$ cat config.mk
export PLATFORM = sky130hd
export DESIGN_NAME = mits_target
export DESIGN_NICKNAME = d
export VERILOG_FILES = /design/src/rtl/mits_target.v /design/src/rtl/mits_sync.v
export VERILOG_INCLUDE_DIRS = /design/src /design/src/include
export SDC_FILE = /design/constraint.sdc
export NUM_CORES = 1
export LEC_CHECK = 0
export ABC_AREA = 1
export CAP_MARGIN = 20
export CORE_ASPECT_RATIO = 1.4
export CORE_MARGIN = 5
export CORE_UTILIZATION = 45
export CTS_CLUSTER_DIAMETER = 40
export DETAILED_ROUTE_END_ITERATION = 12
export DONT_BUFFER_PORTS = 1
export SLEW_MARGIN = 20
export SYNTH_ARGS = -nofsm -noshare
export SYNTH_HDL_FRONTEND = slang
export SYNTH_SLANG_ARGS = --single-unit
$ cat constraint.sdc
create_clock -name clock -period 5.03 [get_ports clock]
set_input_delay 0.503 -clock clock [delete_from_list [all_inputs] [get_ports clock]]
set_output_delay 0.503 -clock clock [all_outputs]
set_load 0.05 [all_outputs]
$ cat src/include/mits_map.vh
`ifndef MITS_MAP_VH
`define MITS_MAP_VH
`define MITS_ADDR_BASE 7'h40
`define MITS_ARA_ADDR 7'h0c
`define MITS_PTR_RESET 8'h00
`define MITS_SEL_GND 2'h0
`define MITS_SEL_VS 2'h1
`define MITS_SEL_SDA 2'h2
`define MITS_SEL_SCL 2'h3
`endif

$ cat src/rtl/mits_target.v
`timescale 1ns/1ps
`include "mits_map.vh"
// Function
// - Acknowledge address and command, load pointer.
// - Two data bytes follow, each acknowledged.
// - Read returns register named by pointer.
// - Send high byte, then low byte.
// - Pointer kept across reads until written.
// - Alerting device answers alert-response with address.
// - Open-drain arbitration, lower address wins.
// - Loser does not acknowledge, keeps alert.
// - Successful alert response releases alert.
// - Address from two four-way select pins.
// - Select pins sampled at every transaction.
// - Alert low from a monitoring event until a successful alert response.
module mits_target (
   clock,
   sys_rst,
   scl_in,
   sda_in,
   sda_out,
   sda_oe_n,
   addr_select_high_pin,
   addr_select_low_pin,
   alert_event,
   reg_rdata,
   reg_ptr,
   reg_wdata,
   reg_wr_stb,
   alert_out,
   alert_oe_n
);
   input wire clock;
   input wire sys_rst;
   input wire scl_in;
   input wire sda_in;
   output reg sda_out;
   output reg sda_oe_n;
   input wire [1:0] addr_select_high_pin;
   input wire [1:0] addr_select_low_pin;
   input wire alert_event;
   input wire [15:0] reg_rdata;
   output reg [7:0] reg_ptr;
   output reg [15:0] reg_wdata;
   output reg reg_wr_stb;
   output reg alert_out;
   output reg alert_oe_n;

   localparam ST_IDLE = 6'h01;
   localparam ST_ADDR = 6'h02;
   localparam ST_WRB = 6'h04;
   localparam ST_ACK = 6'h08;
   localparam ST_RDB = 6'h10;
   localparam ST_RACK = 6'h20;

   wire scl_s;
   wire sda_s;
   mits_sync #(.RESET_VAL(1'b1)) u_scl (
      .clock(clock),
      .sys_rst(sys_rst),
      .async_in(scl_in),
      .sync_out(scl_s)
   );
   mits_sync #(.RESET_VAL(1'b1)) u_sda (
      .clock(clock),
      .sys_rst(sys_rst),
      .async_in(sda_in),
      .sync_out(sda_s)
   );

   // The strap pins come straight from the board, so each bit is synchronised.
   wire [1:0] sel_hi_s;
   wire [1:0] sel_lo_s;
   mits_sync #(.RESET_VAL(1'b0)) u_sel_hi1 (
      .clock(clock),
      .sys_rst(sys_rst),
      .async_in(addr_select_high_pin[1]),
      .sync_out(sel_hi_s[1])
   );
   mits_sync #(.RESET_VAL(1'b0)) u_sel_hi0 (
      .clock(clock),
      .sys_rst(sys_rst),
      .async_in(addr_select_high_pin[0]),
      .sync_out(sel_hi_s[0])
   );
   mits_sync #(.RESET_VAL(1'b0)) u_sel_lo1 (
      .clock(clock),
      .sys_rst(sys_rst),
      .async_in(addr_select_low_pin[1]),
      .sync_out(sel_lo_s[1])
   );
   mits_sync #(.RESET_VAL(1'b0)) u_sel_lo0 (
      .clock(clock),
      .sys_rst(sys_rst),
      .async_in(addr_select_low_pin[0]),
      .sync_out(sel_lo_s[0])
   );

   reg scl_q;
   reg sda_q;
   reg [5:0] st_q;
   reg [3:0] bit_q;
   reg [7:0] sh_q;
   reg [1:0] wcnt_q;
   reg rd_lo_q;
   reg ara_q;
   reg lost_q;
   reg [6:0] my_addr_q;
   reg [15:0] rd_q;
   reg alert_pend_q;

   wire scl_rise = scl_s & ~scl_q;
   wire scl_fall = ~scl_s & scl_q;
   wire start_c = scl_s & scl_q & sda_q & ~sda_s;
   wire stop_c = scl_s & scl_q & ~sda_q & sda_s;
   wire [7:0] rx_byte = {sh_q[6:0], sda_s};
   wire [6:0] strap_addr = `MITS_ADDR_BASE | {3'h0, sel_hi_s, sel_lo_s};
   wire [6:0] tx_addr = my_addr_q;

   always @(posedge clock) begin
      if (sys_rst) begin
         scl_q <= 1'b1;
         sda_q <= 1'b1;
         st_q <= ST_IDLE;
         bit_q <= 4'h0;
         sh_q <= 8'h00;
         wcnt_q <= 2'h0;
         rd_lo_q <= 1'b0;
         ara_q <= 1'b0;
         lost_q <= 1'b0;
         my_addr_q <= `MITS_ADDR_BASE;
         rd_q <= 16'h0000;
         alert_pend_q <= 1'b0;
         sda_out <= 1'b1;
         sda_oe_n <= 1'b1;
         reg_ptr <= `MITS_PTR_RESET;
         reg_wdata <= 16'h0000;
         reg_wr_stb <= 1'b0;
         alert_out <= 1'b0;
         alert_oe_n <= 1'b1;
      end else begin
         scl_q <= scl_s;
         sda_q <= sda_s;
         reg_wr_stb <= 1'b0;
         if (start_c) begin
            st_q <= ST_ADDR;
            bit_q <= 4'h0;
            wcnt_q <= 2'h0;
            lost_q <= 1'b0;
            my_addr_q <= strap_addr;
            sda_oe_n <= 1'b1;
         end else if (stop_c) begin
            st_q <= ST_IDLE;
            sda_oe_n <= 1'b1;
         end else begin
            case (st_q)
               ST_ADDR, ST_WRB: begin
                  if (scl_rise) begin
                     sh_q <= rx_byte;
                     bit_q <= bit_q + 4'h1;
                  end
                  if (scl_fall && bit_q == 4'h8) begin
                     bit_q <= 4'h0;
                     if (st_q == ST_ADDR) begin
                        if (sh_q[7:1] == my_addr_q) begin
                           ara_q <= 1'b0;
                           rd_q <= reg_rdata;
                           rd_lo_q <= sh_q[0];
                        end else if (sh_q == {`MITS_ARA_ADDR, 1'b1} && alert_pend_q) begin
                           ara_q <= 1'b1;
                           rd_q <= {my_addr_q, 1'b0, 8'h00};
                           rd_lo_q <= 1'b1;
                        end
                        if ((sh_q[7:1] == my_addr_q) ||
                            (sh_q == {`MITS_ARA_ADDR, 1'b1} && alert_pend_q)) begin
                           sda_oe_n <= 1'b0;
                           sda_out <= 1'b0;
                           st_q <= ST_ACK;
                        end else begin
                           st_q <= ST_IDLE;
                        end
                     end else begin
                        if (wcnt_q == 2'h0) begin
                           reg_ptr <= sh_q;
                        end else if (wcnt_q == 2'h1) begin
                           reg_wdata[15:8] <= sh_q;
                        end else if (wcnt_q == 2'h2) begin
                           reg_wdata[7:0] <= sh_q;
                           reg_wr_stb <= 1'b1;
                        end
                        if (wcnt_q != 2'h3) begin
                           wcnt_q <= wcnt_q + 2'h1;
                        end
                        sda_oe_n <= (wcnt_q == 2'h3);
                        sda_out <= 1'b0;
                        st_q <= ST_ACK;
                     end
                  end
               end
               ST_ACK: begin
                  if (scl_fall) begin
                     if (rd_lo_q | ara_q) begin
                        st_q <= ST_RDB;
                        rd_lo_q <= 1'b0;
                        sda_out <= rd_q[15];
                        sda_oe_n <= rd_q[15];
                        rd_q <= {rd_q[14:0], 1'b0};
                        bit_q <= 4'h1;
                     end else begin
                        sda_oe_n <= 1'b1;
                        st_q <= ST_WRB;
                     end
                  end
               end
               ST_RDB: begin
                  if (scl_rise && !sda_oe_n == 1'b0 && !sda_s && ara_q && !lost_q) begin
                     lost_q <= 1'b1;
                  end
                  if (scl_fall) begin
                     if (bit_q == 4'h8 || bit_q == 4'h0) begin
                        sda_oe_n <= 1'b1;
                        st_q <= ST_RACK;
                        if (ara_q && !lost_q && !(sda_oe_n && !sda_s)) begin
                           alert_pend_q <= 1'b0;
                        end
                     end else if (lost_q || (ara_q && sda_oe_n && !sda_s)) begin
                        sda_oe_n <= 1'b1;
                        lost_q <= 1'b1;
                        st_q <= ST_IDLE;
                     end else begin
                        sda_out <= rd_q[15];
                        sda_oe_n <= rd_q[15];
                        rd_q <= {rd_q[14:0], 1'b0};
                        bit_q <= bit_q + 4'h1;
                     end
                  end
               end
               ST_RACK: begin
                  if (scl_rise) begin
                     if (sda_s || ara_q) begin
                        st_q <= ST_IDLE;
                     end else begin
                        bit_q <= 4'h0;
                     end
                  end
                  if (scl_fall && !ara_q) begin
                     st_q <= ST_RDB;
                     sda_out <= rd_q[15];
                     sda_oe_n <= rd_q[15];
                     rd_q <= {rd_q[14:0], 1'b0};
                     bit_q <= 4'h1;
                  end
               end
               default: begin
                  st_q <= ST_IDLE;
               end
            endcase
         end
         if (alert_event) begin
            alert_pend_q <= 1'b1;
         end
         alert_out <= 1'b0;
         alert_oe_n <= ~(alert_pend_q | alert_event);
      end
   end
endmodule

$ cat src/rtl/mits_sync.v
`timescale 1ns/1ps
// Two flip-flop synchroniser for one level from outside the clock domain.
module mits_sync (
   clock,
   sys_rst,
   async_in,
   sync_out
);
   parameter RESET_VAL = 1'b1;
   input wire clock;
   input wire sys_rst;
   input wire async_in;
   output wire sync_out;
   reg meta_q;
   reg sync_q;
   always @(posedge clock) begin
      if (sys_rst) begin
         meta_q <= RESET_VAL;
         sync_q <= RESET_VAL;
      end else begin
         meta_q <= async_in;
         sync_q <= meta_q;
      end
   end
   assign sync_out = sync_q;
endmodule

# Word level (Yosys, flattened, before mapping)
# Cells that the tools add are included.
# classes
n_mux,74
eq_ne,35
reduce_logical,48
n_addsub,2
bitwise,21
# op_table
cell,count
16-bit 2-to-1 mux,10
16-bit case mux with 4 select lines,1
6-bit 2-to-1 mux,9
4-bit 2-to-1 mux,11
6-bit AND reduction,6
1-bit 2-to-1 mux,35
6-bit case mux with 4 select lines,1
2-bit inequality test (second input constant),11
3-bit inequality test (second input constant),7
4-bit case mux with 4 select lines,1
8-bit AND reduction,2
5-bit inequality test (second input constant),3
1-bit logical AND,12
4-bit inequality test (second input constant),3
1-bit inverter,12
12-bit AND reduction,1
2-bit nonzero test,6
11-bit AND reduction,1
10-bit AND reduction,1
8-bit by 5-bit == test with 1-bit output (second input constant),1
1-bit case mux with 4 select lines,2
8-bit OR reduction,1
1-bit bitwise AND,7
7-bit == test,1
25 further kinds,35
# totals
reg_bits,86
output_inout_bits,29

# Depth between registers and ports, before layout
# Gate-level depths: netlist of the first run.
# depth
ltp_word,11
depth_mapped,14

# Hierarchy
# From an unflattened synthesis of the first run, not the netlist that was laid out.
# unflattened
hier_cells,588
hier_area_um2,4055.1
# by_module_without_submodules
mod,cells_per_inst,area_per_inst_um2,instances
mits_target,550,3717.3,1
mits_sync (u_sel_hi0 ...),6,55.1,4
mits_sync (u_scl ...),7,58.8,2

# Worst setup path before layout of the first run
# OpenSTA, ideal clock, no wires.
# synth_path
path_kind,register to register
from,register bit_q[0]
to,register rd_q[2]
path_stages_with_launch,15
required_ns,4.915
setup_ns,0.115
arrival_time_ns,1.553
synth_period_minus_slack_ns,1.668
slack_ns,3.362
path_cell_list,dfxtp_1 inv_1 ha_1 inv_1 nor2_2 nand3_2 nand2_2 nand2_4 inv_2 nand2_2 nor2_4 buf_6 nand3_1 nand2_1 nor2_1
# synth_between
elab_chain_cells,4
elab_cells_between_ends,7
classes_between,eq/ne (3); reduce/logical (4)
# synth_lines
item,line_no,text
"start, declared",mits_target.v:102,reg [3:0] bit_q;
"start signal, assigned",mits_target.v:160,bit_q <= bit_q + 4'h1;
"start signal, assigned",mits_target.v:234,bit_q <= bit_q + 4'h1;
4-bit == test / 4-bit logical NOT (equally long branches),"mits_target.v:162, mits_target.v:220",
1-bit logical OR / 1-bit logical AND (equally long branches),"mits_target.v:220, mits_target.v:162",
2-bit inequality test (no source line),--,
12-bit AND reduction (no source line) *,--,
"end signal, assigned",mits_target.v:167,rd_q <= reg_rdata;
"end signal, assigned",mits_target.v:171,"rd_q <= {my_addr_q, 1'b0, 8'h00};"
"end signal, assigned",mits_target.v:233,"rd_q <= {rd_q[14:0], 1'b0};"
"end, declared",mits_target.v:109,reg [15:0] rd_q;
# Every way passes the cells marked *; elsewhere a longest branch is shown, timed or not.
# A chain may end at the register's enable or synchronous reset.

# Final worst setup path of the first run
# layout_path
from,register u_sda.sync_q (netlist: u_sda.sync_out)
to,register rd_q[12]
# layout_between
elab_chain_cells,5
elab_cells_between_ends,10
classes_between,eq/ne (1); bitwise (5); reduce/logical (4)
# layout_lines
item,line_no,text
"start, declared",mits_sync.v:15,reg sync_q;
"start signal, assigned",mits_sync.v:22,sync_q <= meta_q;
1-bit logical NOT,mits_target.v:226,end else if (lost_q || (ara_q && sda_oe_n && !sda_s)) begin
1-bit logical AND,mits_target.v:226,
1-bit logical OR,mits_target.v:226,
2-bit inequality test (no source line),--,
12-bit AND reduction (no source line) *,--,
"end signal, assigned",mits_target.v:207,"rd_q <= {rd_q[14:0], 1'b0};"
"end signal, assigned",mits_target.v:233,
"end signal, assigned",mits_target.v:250,"rd_q <= {rd_q[14:0], 1'b0};"
# Marked as above.

==> metrics.md, run 1 <==
| Metric | Value |
|---|---|
| Outcome | finished clean |
| Synth top cells by count | dfxtp_1, inv_1, nand2_1 |
| Setup crit start | u_sda.sync_out$_SDFF_PP1_ |
| Yosys top cell area share | 41.9% |
| Critical Path End | rd_q[12]$_SDFFE_PP0P_ |
| Starting Density | 45.8% |
| Pint | 1.13 mW |
| Sw Share | 20.3% |
| Worst-Skew Late Latency | 0.33 ns |
| Setup Buffers After CTS | 0 |
| Num CTS Buffers | 9 |
| Area leader, netlist | dfxtp_1 |
| Setup WS post-layout | 2.65 ns |
| FILL cells | 914 |
| Drt pass-1 iters | 7 |
| I/O pin total | 54 |
| Number of max-cap violations | 0 |
| Fin crit period | 2.38 ns |
| Slew HR | 35.0% |
| CORE AREA | 0.00898 mm2 |
| Worst endpoint required time | 5.30 ns |
| Maximum clock rate | 420 MHz |
| Slowest Stage Delay on Critical Path | 0.75 ns |
| Port Buffers | 0 |
| Maximum fanout along the worst path | 24 |
| Area growth, synth to finish | 7.89% |
| Crit start category | flip-flop |
| Seq/Total Area, Yosys | 41.9% |
| Critical Path End Type | flip-flop |
| EDFF count, synth | 0 |
| Vias in the first global route | 3293 |
| Antenna-violating nets left | 0 |
| R2r endpoint | rd_q[12]$_SDFFE_PP0P_ |
| Setup tns final | 0 ns |
| Clock Sinks | 86 |
| Number of diodes | 0 |
| Worst vdd ir | 0.209 mV |
| Register bit count reported by yosys | 86 |
| Placed cell count | 663 |
| Finished Cell Area | 0.00443 mm2 |
| Critical path type | flip-flop to flip-flop |
| Clock Root Buffer | clkbuf_16 |
| Row cnt | 41 |
| Detailed Place HPWL | 6.92 mm |
| Clock power share | 48.0% |
| Longest Clk Path Bufs | 2 |
| Reg-to-reg slack, setup | 2.65 ns |
| Hold Fails Final Rpt | 0 |
| Vias after detailed routing | 3459 |
| Total grt overflow | 0 |
| Leakage | 1.94 nW |
| Cell Area, Synth | 0.00411 mm2 |
| Most common cell on crit path | nand2_1 |
| Top post-synthesis cells by area | dfxtp_1, o21ai_0, inv_1 |
| Place WS | 2.65 ns |
| Sw Pwr | 0.288 mW |
| Reg power frac | 48.9% |
| Reg-to-Reg Start | u_sda.sync_out$_SDFF_PP1_ |
| Layout cells sized above 1 | 10.4% |
| Drt wl/cell | 13.9 um |
| Die W | 90.7 um |
| Pin count of the biggest net entering global routing | 58 |
| DRC viols | 0 |
| DR vias/cell | 5.11 |
| Tcrit/Tclk final | 47.3% |
| Async S/R FF share, synth | 0% |
| Post-Layout Cell Count | 677 |
| Die height | 123 um |
| Clock Pin Slew Worst Setup and Hold Paths | 0.06 ns |
| All-Layer GR Usage | 17.9% |
| Synth Instances | 577 |
| Pwr dens | 320 mW/mm2 |
| Worst Skew | 0.00662 ns |
| Multi-input logic area | 0.00194 mm2 |
| Final setup violation count | 0 |
| Critical Path AT | 2.65 ns |
| CTS Hold Bufs | 0 |
| Worst-path cell chain | inv_1 > nand4_1 > inv_1 > nor2_1 > nand2_1 > nor2_2 > nand4_4 > nand2_1 > nand2_1 > nor2_1 |
| Synth warn | 0 |
| Primary FF master, synth | dfxtp_1 |
| Max-slew violations | 0 |
| Post-cts resize count | 0 |
| Final WL | 9.42 mm |
| CTS H-tree depth | 3 |
| Total Power | 1.42 mW |
| Starting DRT DRC Count | 158 |
| Wire length of the first global-routing pass | 16.1 mm |
| Placed Area | 0.00413 mm2 |
| Worst reg2reg path depth | 10 |
| Die area | 0.0112 mm2 |
| Register area | 0.00172 mm2 |
| Comb pwr share | 3.0% |
| Synth cell types | 31 |
| Mean Syn Cell Area | 7.12 um2 |
| CTS tree | built |
| RSZ-0062 raised after global routing | false |
| RD Place Congestion | 0.901 |
| Slowest-stage cell, CP | nor2_2 |
| Syn Nets | 608 |
| Fin nets | 598 |
| Hold WC Path Type | input port to flip-flop |
| Worst slew pin tran | 0.975 ns |
| Initial antenna violation count | 0 |
| Most frequent cell after synthesis | dfxtp_1 |
[layer usage]
metal	GRT usage, %	part of all wire (%)	up-vias
li1	-	-	1828
met1	20.9	44	1553
met2	30.9	49	65
met3	4.75	4.6	13
met4	7.54	1.8	0
met5	0	0	-
[final cells by class]
class / instances / share of cell area [%]
tap: 107 / 3.02
multi-input combinational: 382 / 43.8
timing repair buffer: 1 / 0.169
clock inverter: 4 / 1.67
sequential: 86 / 38.8
clock buffer: 10 / 5.17
inverter: 87 / 7.37
[worst min-delay path by stage]
stage | slack, ns | to | startpoint | cells after the start
6_report | 0.24 | u_sel_hi0.sync_out$_SDFF_PP0_ | sys_rst | 1
5_1_grt | 0.22 | u_sel_hi0.sync_out$_SDFF_PP0_ | sys_rst | 1
4_1_cts | 0.23 | u_sel_lo0.meta_q$_SDFF_PP0_ | sys_rst | 1
3_5_place_dp | 0.40 | u_sel_lo0.sync_out$_SDFF_PP0_ | u_sel_lo0.meta_q$_SDFF_PP0_ | 2
3_3_place_gp | 0.39 | u_sel_hi0.sync_out$_SDFF_PP0_ | u_sel_hi0.meta_q$_SDFF_PP0_ | 2
2_1_floorplan | 0.39 | u_sel_hi0.sync_out$_SDFF_PP0_ | u_sel_hi0.meta_q$_SDFF_PP0_ | 2
[cells in the final DEF, fill, tap and decap left out, drive strengths merged, types with 4 or more instances in the layout]
cell	count
clkbuf	10
o21ai	79
dfxtp	86
inv	87
or2	5
nor2	79
nor3	4
nand2	89
nand4	6
nand3	46
ha	6
a21oi	60
[critical path, delay by kind of cell (launching register included)]
kind,cells,cell delay (ns)
buf+inv,2,0.20
simple gates,8,1.79
flops,1,0.30
[sequential cells by signal (all words and copies together) (netlist names), 2 cells and up]
name,cells
my_addr_q,4
sh_q,8
st_q,6
rd_q,16
reg_wdata,16
reg_ptr,8
bit_q,4
wcnt_q,2
[per-stage QoR]
stage | hold slack, ns | utilization, %
finish | 0.239 | 49.4
global route | 0.222 | 49.4
CTS | 0.226 | 49.4
detailed placement | 0.395 | 46.0
global placement | 0.391 | 46.0
floorplan | 0.388 | -
[logic make-up after synthesis]
group | share of synthesized area, %
and+or+nand+nor | 27.0
adders and majority gates | 1.83
AOI/OAI and AO/OA | 17.6
other | 0.0913
buffers and inverters | 10.9
xor gates and xnor gates | 0.640
DFF | 41.9
[power by group through the flow]
stage                     sequential, mW  combinational [mW]  clock, mW
after global routing               0.695              0.0504      0.734
final                              0.694              0.0431      0.681
after global placement             0.709              0.0427          0
after floorplan                    0.708              0.0368          0
after CTS                          0.694              0.0436      0.700
after detailed placement           0.709              0.0435          0
Note: power is estimated with default switching activity, not from simulation.
==> inputs of run 2 (changes only) <==
- clock period: 5.03 -> 2.12 ns (I/O delays scaled with it)
==> run 2 against run 1 <==
Maximum frequency rose by 22%; highest routed layer unchanged; clock skew rose by 0.0013 ns; critical path type unchanged; total power rose by 130%; critical endpoint is now rd_q[2]$_SDFFE_PP0P_; largest power group unchanged.
==> metrics.md, run 2 (same netlist as run 1, synthesis figures left out) <==
| Metric | Value |
|---|---|
| Outcome | finished clean |
| Die W | 90.7 um (unchanged) |
| GRT busiest layer | met2 |
| Worst vdd ir | 0.497 mV (+140%) |
| Top flop regs | rd_q: 16 flops, reg_wdata: 16 flops |
| Final Util | 51.6% (+2.2 points) |
| Clock Pin Slew Worst Setup and Hold Paths | 0.06 ns (about the same) |
| Reg-to-reg slack, setup | 0.16 ns (-2.49 ns) |
| CORE AREA | 0.00898 mm2 (unchanged) |
| Maximum clock rate | 511 MHz (+22%) |
| CTS tree | built |
| Fin nets | 623 (+4.2%) |
| Number of max-cap violations | 0 (unchanged) |
| Drt pass-1 iters | 4 (-3) |
| Vias in the first global route | 3481 (+5.7%) |
| Setup WS post-layout | 0.165 ns (-2.49 ns) |
| Setup tns final | 0 ns (unchanged) |
| Worst hold stages | 1 (unchanged) |
| Worst endpoint required time | 2.35 ns (-2.95 ns) |
| Total grt overflow | 0 (unchanged) |
| Leakage | 2.04 nW (+5.3%) |
| Wire length of the first global-routing pass | 16.4 mm (+2.3%) |
| Post-Layout Cell Count | 702 (+3.7%) |
| Die height | 123 um (unchanged) |
| Worst slew pin tran | 0.560 ns (-0.414 ns) |
| Pin count of the biggest net entering global routing | 43 (-26%) |
| Final WL | 9.97 mm (+5.9%) |
| DRC viols | 0 (unchanged) |
| Starting DRT DRC Count | 177 (+12%) |
| Port Buffers | 0 (unchanged) |
| RSZ-0062 raised after global routing | false |
| Reg-to-Reg Start | bit_q[0]$_SDFFE_PP0P_ |
| Place WS | 0.0443 ns (-2.60 ns) |
| Drt wl/cell | 14.2 um (+2.1%) |
| Num CTS Buffers | 9 (unchanged) |
| I/O pin total | 54 (unchanged) |
| Max-slew violations | 0 (unchanged) |
| Placed cell count | 680 (+2.6%) |
| Pwr dens | 690 mW/mm2 (+120%) |
| Fin crit period | 1.96 ns (-0.424 ns) |
| Number of diodes | 0 (unchanged) |
| Worst Skew | 0.00790 ns (+0.00128 ns) |
| DR vias/cell | 5.25 (+2.7%) |
| Tcrit/Tclk final | 92.2% (+45 points) |
| Longest Clk Path Bufs | 2 (unchanged) |
| Die area | 0.0112 mm2 (unchanged) |
| Row cnt | 41 (unchanged) |
| Finished Cell Area | 0.00463 mm2 (+4.5%) |
| Most common cell after layout, fill and taps aside | dfxtp_1 |
| Clock Sinks | 86 (unchanged) |
| Setup Buffers After CTS | 0 (unchanged) |
| Worst reg2reg path depth | 14 (+4) |
| R2r endpoint | rd_q[2]$_SDFFE_PP0P_ |
| Worst hold margin | 0.0126 ns (-0.227 ns) |
| Critical Path End Type | flip-flop |
| Most frequent cells in the layout | dfxtp_1, inv_1, nand2_1 |
| Met2 usage | 31.0% (+0.18 points) |
| Starting Density | 45.8% (unchanged) |
| Critical path type | flip-flop to flip-flop |
| Maximum fanout along the worst path | 22 (-8.3%) |
| Crit start category | flip-flop |
| Clock Root Buffer | clkbuf_16 |
| Vias after detailed routing | 3684 (+6.5%) |
| Hold WC Path Type | input port to flip-flop |
| Critical Path AT | 2.19 ns (-0.46 ns) |
| Hold EP | alert_oe_n$_SDFF_PP1_ |
| Worst Hold Launch | alert_event |
| Hold Fails Final Rpt | 0 (unchanged) |
| Area growth, synth to finish | 12.8% |
| Initial antenna violation count | 0 (unchanged) |
| CTS H-tree depth | 3 (unchanged) |
| Met3 usage | 4.81% (+0.061 points) |
| RD Place Congestion | 0.890 (-1.2%) |
| M1 GR Usage | 20.6% (-0.24 points) |
| Total Power | 3.19 mW (+130%) |
| Layout cells sized above 1 | 13.3% (+2.9 points) |
| Placed Area | 0.00427 mm2 (+3.4%) |
| All-Layer GR Usage | 18.4% (+0.57 points) |
| Final setup violation count | 0 (unchanged) |
| Detailed Place HPWL | 7.19 mm (+3.9%) |
| Slew HR | 62.6% (+28 points) |
| Worst-Skew Late Latency | 0.34 ns (about the same) |
| Antenna-violating nets left | 0 (unchanged) |
run 2: worst max-delay path by stage:
stage	to	cells past startpoint	slack (ns)	startpoint
final	rd_q[2]$_SDFFE_PP0P_	14	0.16	bit_q[0]$_SDFFE_PP0P_
after CTS	rd_q[10]$_SDFFE_PP0P_	9	0.04	u_sda.sync_out$_SDFF_PP1_
after detailed placement	rd_q[12]$_SDFFE_PP0P_	9	0.04	u_sda.sync_out$_SDFF_PP1_
after global routing	rd_q[6]$_SDFFE_PP0P_	14	0.006	bit_q[0]$_SDFFE_PP0P_
after floorplan	rd_q[2]$_SDFFE_PP0P_	14	0.45	bit_q[0]$_SDFFE_PP0P_
after global placement	rd_q[12]$_SDFFE_PP0P_	9	0.08	u_sda.sync_out$_SDFF_PP1_
run 2: what timing repair did:
action | 4_1_cts | 5_1_grt
hold buffers | 7 | 0
endpoints found under the hold margin | 13 | 0
endpoints found under the setup margin | 0 | 28
gates resized for setup | 0 | 5
run 2: where the power goes:
part	internal [mW]	switching (mW)
Sequential	1.63	0.0124
Clock	0.814	0.611
Combinational	0.0427	0.0797
run 2: area by class of cell:
type	count	area [um2]
inverters	87	327
flip-flops and latches	86	1720
clock inverters	3	21.3
repair buffers	25	218
multi-input cells	383	1970
well taps	107	134
fillers	867	4350
clock buffers	11	243
run 2: per-layer routing:
metal  vias up  wire, um
met4         0       379
li1       1886         -
met3        25       635
met2       100      4780
met5         -         0
met1      1673      4180
run 2: worst max-delay path, stage by stage (launching register included):
cell	delay, ns
dfxtp_1	0.32
inv_1	0.10
ha_1	0.15
inv_1	0.06
nor2_4	0.15
nand3_2	0.18
nand2_2	0.15
nand2_4	0.09
inv_2	0.09
nand2_2	0.07
nor2_4	0.14
buf_12	0.16
nand3_1	0.08
nand2_1	0.08
nor2_1	0.04
==> inputs of run 3 (changes only) <==
- ABC_AREA: 1 -> not set
- SKIP_LAST_GASP: not set -> 1
==> run 3 against run 2 <==
Die area fell by 5.3%; hold slack got worse by 0.081 ns; synthesized area fell by 5.9%; synthesized cell count fell by 24%; first-iteration DRC count fell by 2.8%; non-clock buffer count rose by 76; critical path depth fell by 8; the flow now finishes with violations (negative hold slack, negative setup slack); clock skew fell by 0.0036 ns; sequential power barely moved; core utilization rose by 10 points; register-to-register slack got worse by 0.55 ns.
==> metrics.md, run 3 <==
| Metric | Value |
|---|---|
| RD Place Congestion | 0.888 (-0.24%) |
| Synth top cells by count | dfxtp_1, nor2_1, a21oi_1, mux2i_1, nand2_1 |
| Detailed Place HPWL | 7.15 mm (-0.58%) |
| Pin count of the biggest net entering global routing | 80 (+86%) |
| Pint | 2.76 mW (+11%) |
| Maximum clock rate | 399 MHz (-22%) |
| Most frequent cell after synthesis | dfxtp_1 |
| Fin nets | 553 (-11%) |
| Yosys top cell area share | 44.5% (+2.6 points) |
| Number of max-cap violations | 0 (unchanged) |
| DRC viols | 0 (unchanged) |
| Most frequent cells in the layout | dfxtp_1, buf_4, nor2_1 |
| Top post-synthesis cells by area | dfxtp_1, mux2i_1, nor2_1 |
| Drt wl/cell | 17.1 um (+20%) |
| Initial antenna violation count | 0 (unchanged) |
| Worst Hold Launch | sys_rst |
| Wire length of the first global-routing pass | 17.0 mm (+3.4%) |
| Sw Share | 21.0% (-0.99 points) |
| Synth cell types | 54 (+74%) |
| Hold WC Path Type | input port to flip-flop |
| Starting DRT DRC Count | 172 (-2.8%) |
| Starting Density | 45.4% (-0.31 points) |
| Area growth, synth to finish | 36.5% |
| Comb pwr share | 3.4% (-0.4 points) |
| Die W | 88.3 um (-2.7%) |
| Number of diodes | 0 (unchanged) |
| Worst vdd ir | 0.534 mV (+7.5%) |
| Final setup violation count | 40 (+40) |
| Sw Pwr | 0.736 mW (+4.7%) |
| Longest Clk Path Bufs | 2 (unchanged) |
| Die area | 0.0106 mm2 (-5.3%) |
| Hold Fails Final Rpt | 47 (+47) |
| Syn Nets | 468 (-23%) |
| Final WL | 10.8 mm (+8.3%) |
| Num CTS Buffers | 9 (unchanged) |
| Most common cell on crit path | or4_4 |
| Layout cells sized above 1 | 29.4% (+16 points) |
| Reg power frac | 47.0% (-4.6 points) |
| Async S/R FF share, synth | 0% (unchanged) |
| Synth Instances | 437 (-24%) |
| Worst Skew | 0.00435 ns (-0.00355 ns) |
| Vias in the first global route | 3300 (-5.2%) |
| Clock power share | 49.6% (+5.0 points) |
| Seq/Total Area, Yosys | 44.5% (+2.6 points) |
| Tcrit/Tclk final | 118% (+26 points) |
| Pwr dens | 663 mW/mm2 (-3.8%) |
| Worst hold margin | -0.0688 ns (-0.0813 ns) |
| Setup tns final | -9.44 ns (-9.44 ns) |
| Worst-path cell chain | or4_4 > or2_4 > or4_4 > or4b_4 > mux2i_1 > nor2_1 |
| CTS tree | built |
| Slowest Stage Delay on Critical Path | 0.57 ns (+0.25 ns) |
| CORE AREA | 0.00851 mm2 (-5.2%) |
| Critical path type | flip-flop to flip-flop |
| Clock Sinks | 86 (unchanged) |
| Area leader, netlist | dfxtp_1 |
| FILL cells | 744 (-14%) |
| Primary FF master, synth | dfxtp_1 |
| Slew HR | 63.6% (+0.96 points) |
| Row cnt | 40 (-2.4%) |
| Drt pass-1 iters | 4 (unchanged) |
| Mean Syn Cell Area | 8.85 um2 (+24%) |
| Critical Path End Type | flip-flop |
| Most common cell after layout, fill and taps aside | dfxtp_1 |
| Port Buffers | 0 (unchanged) |
| All-Layer GR Usage | 20.7% (+2.2 points) |
| Cell Area, Synth | 0.00387 mm2 (-5.9%) |
| Clock Pin Slew Worst Setup and Hold Paths | 0.06 ns (about the same) |
| Top flop regs | rd_q: 16 flops, reg_wdata: 16 flops |
| Total Power | 3.50 mW (+9.6%) |
| Setup WS post-layout | -0.386 ns (-0.551 ns) |
| CTS Hold Bufs | 21 (+14) |
| Clock Root Buffer | clkbuf_16 |
| Fin crit period | 2.51 ns (+0.551 ns) |
| EDFF count, synth | 0 (unchanged) |
| Vias after detailed routing | 3444 (-6.5%) |
| Leakage | 2.25 nW (+10%) |
| Total grt overflow | 0 (unchanged) |
| Max-slew violations | 0 (unchanged) |
| Reg-to-Reg Start | st_q[0]$_SDFFE_PP1P_ |
| Crit start category | flip-flop |
| Failing checks | negative hold slack, negative setup slack |
| RSZ-0062 raised after global routing | true |
| Outcome | finished, violations left |
| DR vias/cell | 5.45 (+3.8%) |
| Worst slew pin tran | 0.546 ns (-0.0146 ns) |
| Setup crit start | st_q[0]$_SDFFE_PP1P_ |
| Antenna-violating nets left | 0 (unchanged) |
| Synth warn | 0 (unchanged) |
| CTS H-tree depth | 3 (unchanged) |
| I/O pin total | 54 (unchanged) |
| Worst endpoint required time | 2.36 ns (about the same) |
| Slowest-stage cell, CP | or4_4 |
| Critical Path AT | 2.75 ns (+0.56 ns) |
| Worst-Skew Late Latency | 0.34 ns (about the same) |
| Maximum fanout along the worst path | 5 (-77%) |
| Die height | 120 um (-2.7%) |
| Register bit count reported by yosys | 86 (unchanged) |
[run 3: cell types whose count changed after synthesis, sizes merged, moves of 15 or more]
| cell | delta |
|---|---|
| inv | -83 |
| nand2 | -62 |
| o21ai | -53 |
| nand3 | -31 |
| a21oi | -30 |
| mux2i | +30 |
| nor2 | -21 |
| nor2b | +16 |
| clkbuf | +15 |
[run 3: metal layers]
metal / part of all wire (%) / global-route usage [%] / vias up
met5: 0 / 0 / -
met4: 2.0 / 6.52 / 0
met3: 3.3 / 4.74 / 17
met2: 54 / 35.5 / 51
met1: 41 / 25.1 / 1648
li1: - / - / 1728
[run 3: through the flow]
| stage | worst slack, ns | util [%] | instance area [um2] | instances |
|---|---|---|---|---|
| 3_3_place_gp | -0.418 | 51.5 | 4380 | 577 |
| 4_1_cts | -0.449 | 59.7 | 5080 | 624 |
| 3_5_place_dp | -0.444 | 51.5 | 4380 | 577 |
| 2_1_floorplan | -0.616 | - | 3900 | 437 |
| 5_1_grt | -0.445 | 62.0 | 5280 | 632 |
| 6_report | -0.386 | 62.0 | 5280 | 632 |
[run 3: area by class of cell]
class	count	area (um2)	share of cell area, %
inverter	4	15.0	0.284
multi-input combinational	320	2250	42.6
sequential	86	1720	32.7
clock inverter	6	91.3	1.73
timing repair buffer	101	828	15.7
tap	105	131	2.49
clock buffer	10	239	4.53
[run 3: worst paths after layout]
| path | endpoint | slack [ns] | cells after the start |
|---|---|---|---|
| min reg2reg | rd_q[13]$_SDFFE_PP0P_ | 0.46 | 2 |
| min | rd_q[8]$_SDFFE_PP0P_ | -0.07 | 1 |
| max reg2reg | reg_wdata[5]$_SDFFE_PP0P_ | -0.39 | 6 |
| max | reg_wdata[5]$_SDFFE_PP0P_ | -0.39 | 6 |
[run 3: timing repair]
action | CTS | global route
cloned | 3 | 0
resized for setup | 29 | 35
setup buffers | 7 | 9
endpoints found under the hold margin | 67 | 48
setup endpoints to repair | 41 | 51
pin swaps | 22 | 21
[run 3: power groups by stage]
stage,logic (mW),clock network (mW),registers (mW)
floorplan,0.0688,0,1.68
global placement,0.0853,0,1.68
detailed placement,0.0863,0,1.68
CTS,0.112,1.76,1.64
global route,0.127,1.85,1.65
finish,0.118,1.74,1.65
[run 3: cells by family after synthesis]
group           after synthesis  synth area share [%]
other cells                   1                0.0970
flops                        86                  44.5
xor+xnor                      8                  1.81
mux                          35                  9.22
simple gates                171                  22.7
fa+ha+maj                     6                  1.94
buf+inv                      32                  3.82
compound gates               98                  15.9
[run 3: critical path, delay by kind of cell, from the launching register on]
family        cells  cell delay [ns]
mux               1             0.19
simple gates      5             1.89
flops             1             0.32
